File: config.mk
export PLATFORM = sky130hd
export DESIGN_NAME = tcx_timer
export DESIGN_NICKNAME = d
export VERILOG_FILES = /design/src/rtl/tcx_pkg.sv /design/src/rtl/tcx_ctr_if.sv /design/src/rtl/tcx_timer.sv /design/src/rtl/tcx_counter.sv
export VERILOG_INCLUDE_DIRS = /design/src /design/src/rtl
export SDC_FILE = /design/constraint.sdc
export NUM_CORES = 1
export LEC_CHECK = 0
export BUFFER_PORTS_ARGS = -buffer_cell sky130_fd_sc_hd__buf_2
export CORE_UTILIZATION = 60
export CTS_BUF_LIST = sky130_fd_sc_hd__clkbuf_8
export CTS_CLUSTER_SIZE = 10
export DETAILED_ROUTE_END_ITERATION = 10
export PLACE_DENSITY = 0.94
export SETUP_SLACK_MARGIN = 0.2
export SYNTH_ARGS = -nofsm -noshare
export SYNTH_HDL_FRONTEND = slang
export SYNTH_HIERARCHICAL = 1
export SYNTH_SLANG_ARGS = --single-unit
File: constraint.sdc
create_clock -name clk -period 8.25 [get_ports clk]
set_input_delay 2.475 -clock clk [delete_from_list [all_inputs] [get_ports clk]]
set_output_delay 2.475 -clock clk [all_outputs]
set_load 0.1 [all_outputs]
File: src/rtl/tcx_cfg.svh
`ifndef TCX_CFG_SVH
`define TCX_CFG_SVH

// ----------------------------------------------------------------------
// count clock select codes
// ----------------------------------------------------------------------
`define TCX_CS_2 2'h0
`define TCX_CS_32 2'h1
`define TCX_CS_512 2'h2
`define TCX_CS_EXT 2'h3

// ----------------------------------------------------------------------
// output control codes
// ----------------------------------------------------------------------
`define TCX_OC_PORT 2'h0
`define TCX_OC_PRESET_LO 2'h1
`define TCX_OC_PRESET_HI 2'h2
`define TCX_OC_DRIVE 2'h3

// ----------------------------------------------------------------------
// timing, in instruction cycles
// ----------------------------------------------------------------------
`define TCX_CYC_PER_TINST 1
`define TCX_PER_A_TINST 2
`define TCX_PER_B_TINST 32
`define TCX_PER_C_TINST 512
`define TCX_PRESC_W 9

// ----------------------------------------------------------------------
// reset values and full-byte constant
// ----------------------------------------------------------------------
`define TCX_BYTE_ZERO 8'h00
`define TCX_BYTE_FULL 8'hff
`define TCX_PRESC_ZERO 9'h000

`endif

File: src/rtl/tcx_pkg.sv
package tcx_pkg;
    typedef logic [7:0] tcx_byte_type;
    typedef logic [1:0] tcx_sel_type;
    typedef logic [15:0] tcx_word_type;
endpackage

File: src/rtl/tcx_ctr_if.sv
`timescale 1ns/10ps
interface tcx_ctr_if;
    import tcx_pkg::*;
    logic inc;
    logic load;
    tcx_byte_type dataReg;
    tcx_byte_type cnt;
    tcx_byte_type latch;
    modport ctl (output inc, output load, output dataReg, input cnt, input latch);
    modport ctr (input inc, input load, input dataReg, output cnt, output latch);
endinterface // tcx_ctr_if

File: src/rtl/tcx_timer.sv
// What this block does
// - two 8-bit timers, or chained 16-bit
// - timer 2 uses internal clocks only
// - internal clock periods 2, 32, 512 instructions
// - external clock only for timer 1
// - counter counts rising external edges
// - counter match raises interrupt, inverts output
// - timer 1 interval match toggles square-wave output
// - interval is clock period times compare+1
// - 16-bit interval 1 to 65536 clocks
// - 8-bit counter counts up to 256 edges
// - 16-bit counter counts up to 65536 edges
// - timer matches clock the PWM timers
// - timer 1 match triggers A/D converter
// - match clears counter, reloads comparison latch
// - clock select codes 00,01,10,11 external
// - run clears and starts; pause holds count
// - output control port, preset low/high, drive
`timescale 1ns/10ps
`include "tcx_cfg.svh"
module tcx_timer
    import tcx_pkg::*;
#(
    parameter int CYC_PER_TINST = `TCX_CYC_PER_TINST
) (
    input wire logic clk,
    input wire logic srst,
    input wire logic mode16,
    input wire logic runBit1,
    input wire logic pauseBit1,
    input wire tcx_sel_type countClockSelect1,
    input wire tcx_sel_type outputControlField,
    input wire logic intEnable1,
    input wire logic flagClear1,
    input wire tcx_byte_type timer1CompareValue,
    input wire logic runBit2,
    input wire logic pauseBit2,
    input wire tcx_sel_type countClockSelect2,
    input wire logic intEnable2,
    input wire logic flagClear2,
    input wire tcx_byte_type timer2CompareValue,
    input wire logic extCountInPin,
    output logic squareWaveOutPin,
    output logic squareWaveOutEn,
    output logic intFlag1,
    output logic intFlag2,
    output logic intReq,
    output tcx_byte_type count1,
    output tcx_byte_type count2,
    output logic pwm1CountClk,
    output logic pwm2CountClk,
    output logic adcTrigger
);
    localparam int TINST_W = (CYC_PER_TINST > 1) ? $clog2(CYC_PER_TINST) : 1;
    localparam int DIV_A_MSB = $clog2(`TCX_PER_A_TINST) - 1;
    localparam int DIV_B_MSB = $clog2(`TCX_PER_B_TINST) - 1;
    localparam int DIV_C_MSB = $clog2(`TCX_PER_C_TINST) - 1;

    if (CYC_PER_TINST < 1) begin : g_bad_cyc
        $error("CYC_PER_TINST must be at least one");
    end

    // ------------------------------------------------------------------
    // instruction-cycle pulse and prescaler
    // ------------------------------------------------------------------
    logic [TINST_W-1:0] tinstCnt_ff;
    logic [`TCX_PRESC_W-1:0] presc_ff;
    logic tinstPulse;

    assign tinstPulse = (tinstCnt_ff == TINST_W'(CYC_PER_TINST - 1));

    always_ff @(posedge clk) begin
        if (srst || tinstPulse) begin
            tinstCnt_ff <= '0;
        end else begin
            tinstCnt_ff <= tinstCnt_ff + TINST_W'(1);
        end
    end

    always_ff @(posedge clk) begin
        if (srst) begin
            presc_ff <= `TCX_PRESC_ZERO;
        end else if (tinstPulse) begin
            presc_ff <= presc_ff + `TCX_PRESC_W'(1);
        end
    end

    // one count-clock tick for the selected internal period
    function automatic logic intTick(input tcx_sel_type sel,
                                     input logic [`TCX_PRESC_W-1:0] p);
        case (sel)
            `TCX_CS_2: intTick = &p[DIV_A_MSB:0];
            `TCX_CS_32: intTick = &p[DIV_B_MSB:0];
            `TCX_CS_512: intTick = &p[DIV_C_MSB:0];
            default: intTick = 1'b0;
        endcase
    endfunction

    // ------------------------------------------------------------------
    // external count input
    // ------------------------------------------------------------------
    logic extSync1_ff;
    logic extSync2_ff;
    logic extPrev_ff;
    logic extRise;

    always_ff @(posedge clk) begin
        if (srst) begin
            extSync1_ff <= 1'b0;
            extSync2_ff <= 1'b0;
            extPrev_ff <= 1'b0;
        end else begin
            extSync1_ff <= extCountInPin;
            extSync2_ff <= extSync1_ff;
            extPrev_ff <= extSync2_ff;
        end
    end

    assign extRise = extSync2_ff && !extPrev_ff;

    // ------------------------------------------------------------------
    // run edge detection
    // ------------------------------------------------------------------
    logic run1Prev_ff;
    logic run2Prev_ff;
    logic start1;
    logic start2;

    always_ff @(posedge clk) begin
        if (srst) begin
            run1Prev_ff <= 1'b0;
            run2Prev_ff <= 1'b0;
        end else begin
            run1Prev_ff <= runBit1;
            run2Prev_ff <= runBit2;
        end
    end

    assign start1 = runBit1 && !run1Prev_ff;
    assign start2 = runBit2 && !run2Prev_ff && !mode16;

    // ------------------------------------------------------------------
    // count ticks and compare
    // ------------------------------------------------------------------
    tcx_ctr_if ctr1 ();
    tcx_ctr_if ctr2 ();

    logic tick1;
    logic tick2;
    logic match1;
    logic match2;
    logic match16;
    logic lowMatch;

    always_comb begin
        tick1 = 1'b0;
        if (runBit1 && !pauseBit1 && !start1) begin
            if (countClockSelect1 == `TCX_CS_EXT) begin
                tick1 = extRise;
            end else begin
                tick1 = tinstPulse && intTick(countClockSelect1, presc_ff);
            end
        end
    end

    // timer 2 never sees the external clock
    assign tick2 = runBit2 && !pauseBit2 && !start2 && !mode16
                   && tinstPulse && intTick(countClockSelect2, presc_ff);

    assign lowMatch = (ctr1.cnt == ctr1.latch);
    assign match16 = mode16 && tick1 && lowMatch
                     && (ctr2.cnt == ctr2.latch);
    assign match1 = mode16 ? match16 : (tick1 && lowMatch);
    assign match2 = tick2 && (ctr2.cnt == ctr2.latch);

    always_comb begin
        ctr1.dataReg = timer1CompareValue;
        ctr2.dataReg = timer2CompareValue;
        ctr1.load = start1 || match1;
        ctr1.inc = tick1 && !match1;
        if (mode16) begin
            ctr2.load = start1 || match16;
            ctr2.inc = tick1 && !match16 && (ctr1.cnt == `TCX_BYTE_FULL);
        end else begin
            ctr2.load = start2 || match2;
            ctr2.inc = tick2 && !match2;
        end
    end

    tcx_counter #(
        .WIDTH(8)
    ) u_ctr1 (
        .clk(clk),
        .srst(srst),
        .port(ctr1.ctr)
    );

    tcx_counter #(
        .WIDTH(8)
    ) u_ctr2 (
        .clk(clk),
        .srst(srst),
        .port(ctr2.ctr)
    );

    // ------------------------------------------------------------------
    // interrupt flags
    // ------------------------------------------------------------------
    always_ff @(posedge clk) begin
        if (srst) begin
            intFlag1 <= 1'b0;
        end else if (match1) begin
            intFlag1 <= 1'b1;
        end else if (flagClear1) begin
            intFlag1 <= 1'b0;
        end
    end

    always_ff @(posedge clk) begin
        if (srst) begin
            intFlag2 <= 1'b0;
        end else if (match2) begin
            intFlag2 <= 1'b1;
        end else if (flagClear2) begin
            intFlag2 <= 1'b0;
        end
    end

    always_ff @(posedge clk) begin
        if (srst) begin
            intReq <= 1'b0;
        end else begin
            intReq <= (intFlag1 && intEnable1) || (intFlag2 && intEnable2);
        end
    end

    // ------------------------------------------------------------------
    // square-wave output
    // ------------------------------------------------------------------
    always_ff @(posedge clk) begin
        if (srst) begin
            squareWaveOutPin <= 1'b0;
        end else if (!runBit1) begin
            if (outputControlField == `TCX_OC_PRESET_LO) begin
                squareWaveOutPin <= 1'b0;
            end else if (outputControlField == `TCX_OC_PRESET_HI) begin
                squareWaveOutPin <= 1'b1;
            end
        end else if (match1 && outputControlField == `TCX_OC_DRIVE) begin
            squareWaveOutPin <= !squareWaveOutPin;
        end
    end

    always_ff @(posedge clk) begin
        if (srst) begin
            squareWaveOutEn <= 1'b0;
        end else begin
            squareWaveOutEn <= (outputControlField != `TCX_OC_PORT);
        end
    end

    // ------------------------------------------------------------------
    // match outputs to other blocks and count readback
    // ------------------------------------------------------------------
    always_ff @(posedge clk) begin
        if (srst) begin
            pwm1CountClk <= 1'b0;
            pwm2CountClk <= 1'b0;
            adcTrigger <= 1'b0;
        end else begin
            pwm1CountClk <= match1;
            pwm2CountClk <= mode16 ? match16 : match2;
            adcTrigger <= match1;
        end
    end

    always_ff @(posedge clk) begin
        if (srst) begin
            count1 <= `TCX_BYTE_ZERO;
            count2 <= `TCX_BYTE_ZERO;
        end else begin
            count1 <= ctr1.cnt;
            count2 <= ctr2.cnt;
        end
    end
endmodule // tcx_timer

File: src/rtl/tcx_counter.sv
`timescale 1ns/10ps
`include "tcx_cfg.svh"
module tcx_counter
    import tcx_pkg::*;
#(
    parameter int WIDTH = 8
) (
    input wire logic clk,
    input wire logic srst,
    tcx_ctr_if.ctr port
);
    if (WIDTH != 8) begin : g_bad_width
        $error("tcx_counter serves only 8-bit counter circuits");
    end

    // ------------------------------------------------------------------
    // counter and comparison latch
    // ------------------------------------------------------------------
    tcx_byte_type cnt_ff;
    tcx_byte_type latch_ff;

    always_ff @(posedge clk) begin
        if (srst) begin
            cnt_ff <= `TCX_BYTE_ZERO;
        end else if (port.load) begin
            cnt_ff <= `TCX_BYTE_ZERO;
        end else if (port.inc) begin
            cnt_ff <= cnt_ff + 8'h01;
        end
    end

    always_ff @(posedge clk) begin
        if (srst) begin
            latch_ff <= `TCX_BYTE_ZERO;
        end else if (port.load) begin
            latch_ff <= port.dataReg;
        end
    end

    assign port.cnt = cnt_ff;
    assign port.latch = latch_ff;
endmodule // tcx_counter

==> key figures, run 1 <==
Outcome
  • Run status: finished clean

Clock tree
  • Clock tree from TritonCTS: done
  • Setup bufs post-CTS: 0
  • Total of cells resized after clock tree synthesis: 0
  • Buffer cell driving the clock tree root: sky130_fd_sc_hd__clkbuf_8
  • Clock latency reported for the late side of the worst-skew pair: 350 ps
  • Sinks on the clock net: 70
  • Quantity of hold-fixing buffers added after cts: 0
  • Total CTS buffers: 9
  • Htree depth: 3
  • Max Buffers Root-to-Sink: 2
  • Clock-pin slew on the worst setup and hold paths: 70 ps

Logic synthesis
  • Post-synth net total: 341
  • Cell count after synthesis: 302
  • EDFF count, synth: 0
  • Top cells by area, synth: sky130_fd_sc_hd__dfxtp_1 (48%), sky130_fd_sc_hd__mux2i_1 (7.8%), sky130_fd_sc_hd__xnor2_1 (6.0%)
  • Async S/R FF share, synth: 0%
  • Synthesis-stage register bit count: 70
  • Unique cell type count in the Yosys netlist: 44
  • Top-area cell type share of the netlist area: 47.78%
  • Post-Syn Area per Cell: 9.711 um2
  • Yosys top cell by area: sky130_fd_sc_hd__dfxtp_1
  • Yosys warns: 6
  • Part of the Yosys area used for sequential elements: 47.78%
  • Main synth FF type: sky130_fd_sc_hd__dfxtp_1
  • Synthesized area: 2933 um2

Routing
  • Post-Route WL: 5826 um
  • Vias per Instance: 5.315
  • Routed vias: 2275
  • TritonRoute pass-1 iters: 4
  • Initial DRC count: 99
  • DR WL/cell: 13.61 um
  • Number of nets with antenna violations after routing: 0
  • DR DRC count: 0

Layout
  • Core occupancy in the finished layout: 72.77%
  • Filler cell count: 315
  • Layout Area Growth over Synthesis: 17.19%
  • Share of layout cells above drive strength 1: 22.71%
  • Most used cells in the layout excluding fill and tap cells: sky130_fd_sc_hd__dfxtp_1 (70), sky130_fd_sc_hd__buf_2 (57), sky130_fd_sc_hd__nor2_1 (39), sky130_fd_sc_hd__mux2i_1 (23), sky130_fd_sc_hd__nor2b_1 (23)
  • Number of antenna cells inserted: 0
  • Net count, final: 395
  • Leading cell type in the layout, fill and taps excluded: sky130_fd_sc_hd__dfxtp_1

Worst setup path
  • Data arrival time of the critical path: 4860 ps
  • Critical path type: input port to flop
  • Reg2Reg Setup Slack: 4830 ps
  • Sort of element at the end of the critical path: flop
  • Required time at the worst-slack endpoint: 8480 ps
  • Critical path launch point type: input port
  • CP max FO: 9

Timing
  • Actual slew at the worst max-slew pin: 1122 ps
  • Count of final setup violators: 0
  • Setup skew after layout: 6.501 ps
  • Period Utilization, post-route: 56.14%
  • Aggregate negative setup slack: 0 ps
  • Unrepaired setup endpoints after global routing: no
  • Max Fclk: 0.2159 GHz
  • Final setup slack of the worst path: 3618 ps
  • Endpoints failing hold: 0
  • Worst hold slack after final layout: 434.3 ps
  • Relative slew slack: 24.88%
  • Final worst path period need: 4632 ps
  • Number of max-slew violations in the final report: 0

Power and ir drop
  • Int Pwr: 545.1 uW
  • Final Total Pwr: 706.4 uW
  • Power density normalized to cell area: 205.5 nW/um2
  • Power spent charging and discharging nets: 161.4 uW
  • Maximum resistive drop on vdd: 0.0001360 V
  • Share of power burned in the clock network: 42.0%
  • Reg power frac: 50.0%
  • Standby leakage power: 1.437 nW
  • Combinational group share of total power: 8.0%
  • Share of total power consumed by net switching: 22.84%

Place
  • Port Buffer Count: 57
  • HPWL after detailed placement: 3907 um
  • Placement-stage worst setup slack: 3306 ps
  • GP Congestion: 0.8171

Min path
  • Worst hold-check path type: flop to flop

Die
  • Core footprint: 4723 um2
  • DIE AREA: 5172 um2
  • I/O pins: 58
  • Die Y-Extent: 71.92 um
  • Starting density of the core: 62.09%
  • Die outline width: 71.92 um
  • Site Rows: 25

Global routing
  • Largest net degree at the start of global routing: 57
  • Wire length of the first global-routing pass: 9301 um
  • Antenna violations before repair: 0
  • Via count of the first global-routing pass: 2105
  • GRT Residual Overflow: 0
  • Total global routing track utilization: 23.72%

Job
  • Max-cap violation count: 0
[layer usage]
| layer | wire length [um] | share of wire (%) | vias up | track usage (%) |
|---|---|---|---|---|
| met3 | 255 | 4.4 | 16 | 5.417 |
| met1 | 2605 | 45 | 1058 | 27.97 |
| met4 | 163 | 2.8 | 0 | 14.81 |
| li1 | - | - | 1132 | - |
| met2 | 2801 | 48 | 69 | 39.31 |
| met5 | 0 | 0 | - | 0 |
[registers in the layout (all words and copies together), names as in the netlist, 8 cells and up]
name               cells
u_ctr1/port.latch      8
u_ctr1/port.cnt        8
u_ctr2/port.latch      8
u_ctr2/port.cnt        8
count2                 8
count1                 8
presc_ff               9
[Yosys cell counts (2+ instances only)]
cell / instances
sky130_fd_sc_hd__ha_1: 5
sky130_fd_sc_hd__o21ai_0: 14
sky130_fd_sc_hd__nand4_1: 10
sky130_fd_sc_hd__a21oi_1: 12
sky130_fd_sc_hd__or2_2: 2
sky130_fd_sc_hd__clkbuf_1: 5
sky130_fd_sc_hd__buf_4: 4
sky130_fd_sc_hd__inv_1: 4
sky130_fd_sc_hd__or3_1: 8
sky130_fd_sc_hd__nand2b_1: 3
sky130_fd_sc_hd__nand4_2: 3
sky130_fd_sc_hd__o21ai_1: 2
sky130_fd_sc_hd__xor2_1: 8
sky130_fd_sc_hd__nor2b_1: 23
sky130_fd_sc_hd__nand3_1: 6
sky130_fd_sc_hd__nand2_1: 14
sky130_fd_sc_hd__xnor2_1: 20
sky130_fd_sc_hd__nor2_1: 39
sky130_fd_sc_hd__dfxtp_1: 70
sky130_fd_sc_hd__mux2i_1: 23
sky130_fd_sc_hd__buf_2: 4
[power groups by stage]
stage	combinational, mW	sequential (mW)	clock (mW)
floorplan	0.0377	0.363	0
global placement	0.0544	0.360	0
detailed placement	0.0562	0.361	0
CTS	0.0565	0.353	0.299
global route	0.0613	0.354	0.313
finish	0.0567	0.353	0.297
[per-stage QoR]
stage / instances / instance area [um2]
2_1_floorplan: 302 / 2933
3_3_place_gp: 412 / 3222
3_5_place_dp: 412 / 3222
4_1_cts: 428 / 3437
5_1_grt: 428 / 3437
6_report: 428 / 3437
[cells by family after synthesis]
kind of cell             after synthesis  share of synthesized area, %
AND/OR/NAND/NOR                      119                         21.84
flip-flops                            70                         47.78
AO/OA/AOI/OAI                         37                         8.149
XOR/XNOR                              28                         8.362
multiplexers                          24                         8.362
buffers and inverters                 18                         3.242
adder cells (fa/ha/maj)                5                         2.133
other                                  1                        0.1279
[worst paths after layout]
path | to | startpoint | cells past startpoint
setup / recovery | u_ctr2/port.cnt[6] | countClockSelect1[0] | 8
hold / removal | extSync2_ff | extSync1_ff | 1
setup reg to reg | u_ctr2/port.cnt[6] | presc_ff[0] | 10
hold reg to reg | extSync2_ff | extSync1_ff | 1
[critical path, cell delays in order]
cell                       delay, ps
sky130_fd_sc_hd__buf_2           120
sky130_fd_sc_hd__mux2i_1         110
sky130_fd_sc_hd__or3_4           340
sky130_fd_sc_hd__a211oi_4        340
sky130_fd_sc_hd__nand2_1         140
sky130_fd_sc_hd__o211ai_1        910
sky130_fd_sc_hd__or2_2           350
sky130_fd_sc_hd__a21oi_1          70
[area by class of cell]
class                      count  area [um2]  share of cell area (%)
clock inverter                 6       77.57                   2.257
inverter                       4       15.01                  0.4368
timing repair buffer          57       285.3                   8.300
multi-input combinational    214        1436                   41.79
sequential                    70        1401                   40.77
clock buffer                  10       137.6                   4.004
tap                           67       83.83                   2.439
(Power assumes the default switching activity.)
==> run 2, diff against run 1 <==
Settings changed: ABC_AREA set to 1, CORE_UTILIZATION 60 to 57, PLACE_DENSITY 0.94 to 0.9.
Clock period 8.25 ns to 4.7 ns, I/O delays scaled along.
==> key figures, run 2 <==
Global routing
  • Largest net degree at the start of global routing: 36
  • GRT Residual Overflow: 0
  • Antenna violations before repair: 0
  • Wire length of the first global-routing pass: 10840 um
  • Via count of the first global-routing pass: 2649
  • Total global routing track utilization: 25.79%

Timing
  • Worst hold slack after final layout: 402.4 ps
  • Final setup slack of the worst path: 1745 ps
  • Number of max-slew violations in the final report: 0
  • Max Fclk: 0.3384 GHz
  • Aggregate negative setup slack: 0 ps
  • Period Utilization, post-route: 62.87%
  • Setup skew after layout: 5.897 ps
  • Endpoints failing hold: 0
  • Unrepaired setup endpoints after global routing: no
  • Relative slew slack: 53.28%
  • Final worst path period need: 2955 ps
  • Count of final setup violators: 0
  • Actual slew at the worst max-slew pin: 700.8 ps

Layout
  • Leading cell type in the layout, fill and taps excluded: sky130_fd_sc_hd__nor2_1
  • Biggest register: presc_ff
  • Final cell count without fillers: 548
  • Finished layout cell area: 3512 um2
  • Share of layout cells above drive strength 1: 18.41%
  • Most used cells in the layout excluding fill and tap cells: sky130_fd_sc_hd__nor2_1 (80), sky130_fd_sc_hd__nand2_1 (75), sky130_fd_sc_hd__dfxtp_1 (70), sky130_fd_sc_hd__inv_1 (62), sky130_fd_sc_hd__buf_2 (57)
  • Layout Area Growth over Synthesis: 17.01%
  • Flip-flop count of the largest register, all copies and words added: 9
  • Net count, final: 512
  • Filler cell count: 417
  • Core occupancy in the finished layout: 69.21%
  • Number of antenna cells inserted: 0

Routing
  • TritonRoute pass-1 iters: 4
  • Routed vias: 2787
  • Initial DRC count: 143
  • Post-Route WL: 6482 um
  • Vias per Instance: 5.086
  • DR DRC count: 0
  • DR WL/cell: 11.83 um
  • Number of nets with antenna violations after routing: 0

Logic synthesis
  • Yosys top cell by area: sky130_fd_sc_hd__dfxtp_1
  • Main synth FF type: sky130_fd_sc_hd__dfxtp_1
  • Dominant combinational cell family by area after synthesis: simple AND/OR/NAND/NOR gates
  • EDFF count, synth: 0
  • Top-area cell type share of the netlist area: 46.69%
  • Leading cell types by count after synthesis: sky130_fd_sc_hd__nor2_1 (80), sky130_fd_sc_hd__nand2_1 (75), sky130_fd_sc_hd__dfxtp_1 (70)
  • Cell count after synthesis: 410
  • Post-synth net total: 449
  • Fraction of the mapped netlist area in compound gates: 9.837%
  • Post-Syn Area per Cell: 7.321 um2
  • Synthesis-stage register bit count: 70
  • Yosys warns: 6
  • Area share of and/or/nand/nor cells after synthesis: 28.76%
  • Mux cell area share after synthesis: 0.6669%
  • Area share of fa/ha/maj cells after synthesis: 2.084%
  • Most frequently used cell type in the post-synthesis netlist: sky130_fd_sc_hd__nor2_1
  • Unique cell type count in the Yosys netlist: 32
  • Part of the Yosys area used for sequential elements: 46.69%
  • Synthesized area: 3002 um2
  • Top cells by area, synth: sky130_fd_sc_hd__dfxtp_1 (47%), sky130_fd_sc_hd__nor2_1 (10%), sky130_fd_sc_hd__nand2_1 (9.4%)
  • Async S/R FF share, synth: 0%
  • Xor/xnor cell area share of the yosys netlist: 2.626%

Worst setup path
  • R2r startpoint: presc_ff[0]
  • Sort of element at the end of the critical path: flop
  • Critical path launch point type: input port
  • Reg2Reg Setup Slack: 1910 ps
  • Data arrival time of the critical path: 3150 ps
  • CP max FO: 10
  • Worst reg2reg endpoint: u_ctr2/port.latch[5]
  • Required time at the worst-slack endpoint: 4890 ps
  • Critical path type: input port to flop
  • Register-to-Register Path Depth: 15

Clock tree
  • Total CTS buffers: 9
  • Buffer cell driving the clock tree root: sky130_fd_sc_hd__clkbuf_8
  • Max Buffers Root-to-Sink: 2
  • Clock tree from TritonCTS: done
  • Total of cells resized after clock tree synthesis: 0
  • Clock-pin slew on the worst setup and hold paths: 70 ps
  • Sinks on the clock net: 70
  • Quantity of hold-fixing buffers added after cts: 0
  • Htree depth: 3
  • Setup bufs post-CTS: 0
  • Clock latency reported for the late side of the worst-skew pair: 350 ps

Place
  • Port Buffer Count: 57
  • Placement Cell Area: 3346 um2
  • GP Congestion: 0.8586
  • HPWL after detailed placement: 4706 um
  • Placed Instances: 532
  • Placement-stage worst setup slack: 1479 ps

Min path
  • Worst hold-check path type: flop to flop
  • Endpoint of the worst hold-timing path: extSync2_ff
  • Min-Delay Startpoint: extSync1_ff
  • Cell depth of the worst hold path: 2

Die
  • Die Y-Extent: 74.57 um
  • Core footprint: 5075 um2
  • I/O pins: 58
  • Site Rows: 26
  • DIE AREA: 5560 um2
  • Die outline width: 74.57 um
  • Starting density of the core: 59.15%

Job
  • Max-cap violation count: 0

Power and ir drop
  • Standby leakage power: 1.625 nW
  • Final Total Pwr: 1.146 mW
  • Maximum resistive drop on vdd: 0.0002194 V
  • Power density normalized to cell area: 326.3 nW/um2

Outcome
  • Run status: finished clean
run 2: final cells by class:
cell class	count	area (um2)	share of cell area, %
sequential	70	1401	39.90
multi-input combinational	270	1324	37.69
timing repair buffer	58	292.8	8.336
inverter	64	240.2	6.840
clock buffer	10	137.6	3.919
tap	70	87.58	2.494
clock inverter	6	28.78	0.8194
run 2: worst max-delay path by stage:
stage,start,end,slack [ps],depth (start not counted)
finish,mode16,u_ctr2/port.latch[5],1750,9
global route,runBit1,u_ctr2/port.latch[5],1540,11
CTS,runBit1,u_ctr2/port.latch[5],1790,11
detailed placement,runBit1,u_ctr2/port.latch[1],1480,11
global placement,runBit1,u_ctr2/port.latch[5],1570,11
floorplan,runBit1,u_ctr2/port.cnt[6],1890,12
run 2: kinds of logic (layout without fill, tap and decap cells):
kind of cell	Yosys count	count (layout)
other	1	1
adder cells (fa/ha/maj)	5	5
multiplexers	2	2
AND/OR/NAND/NOR	197	197
buffers and inverters	70	138
AO/OA/AOI/OAI	56	56
XOR/XNOR	9	9
flip-flops	70	70
run 2: routing by layer:
metal / share of wire (%) / global-route usage [%] / up-vias
li1: - / - / 1408
met1: 44 / 30.01 / 1273
met2: 48 / 44.34 / 91
met3: 4.9 / 5.556 / 15
met4: 2.4 / 13.63 / 0
met5: 0 / 0 / -
run 2: where the power goes:
group	total, mW	switching, mW	internal [mW]	leakage [nW]
clock	0.415	0.216	0.199	0.0968
sequential	0.624	0.0128	0.611	0.570
combinational	0.107	0.0696	0.0375	0.958
total	1.15	0.298	0.847	1.62
run 2: worst max-delay path, stage by stage:
cell	delay [ps]
sky130_fd_sc_hd__buf_2	140
sky130_fd_sc_hd__nor4_1	310
sky130_fd_sc_hd__o221ai_1	170
sky130_fd_sc_hd__nor2_1	180
sky130_fd_sc_hd__nand2_1	140
sky130_fd_sc_hd__nand4_1	340
sky130_fd_sc_hd__inv_1	240
sky130_fd_sc_hd__nand2_1	130
sky130_fd_sc_hd__a21oi_1	80
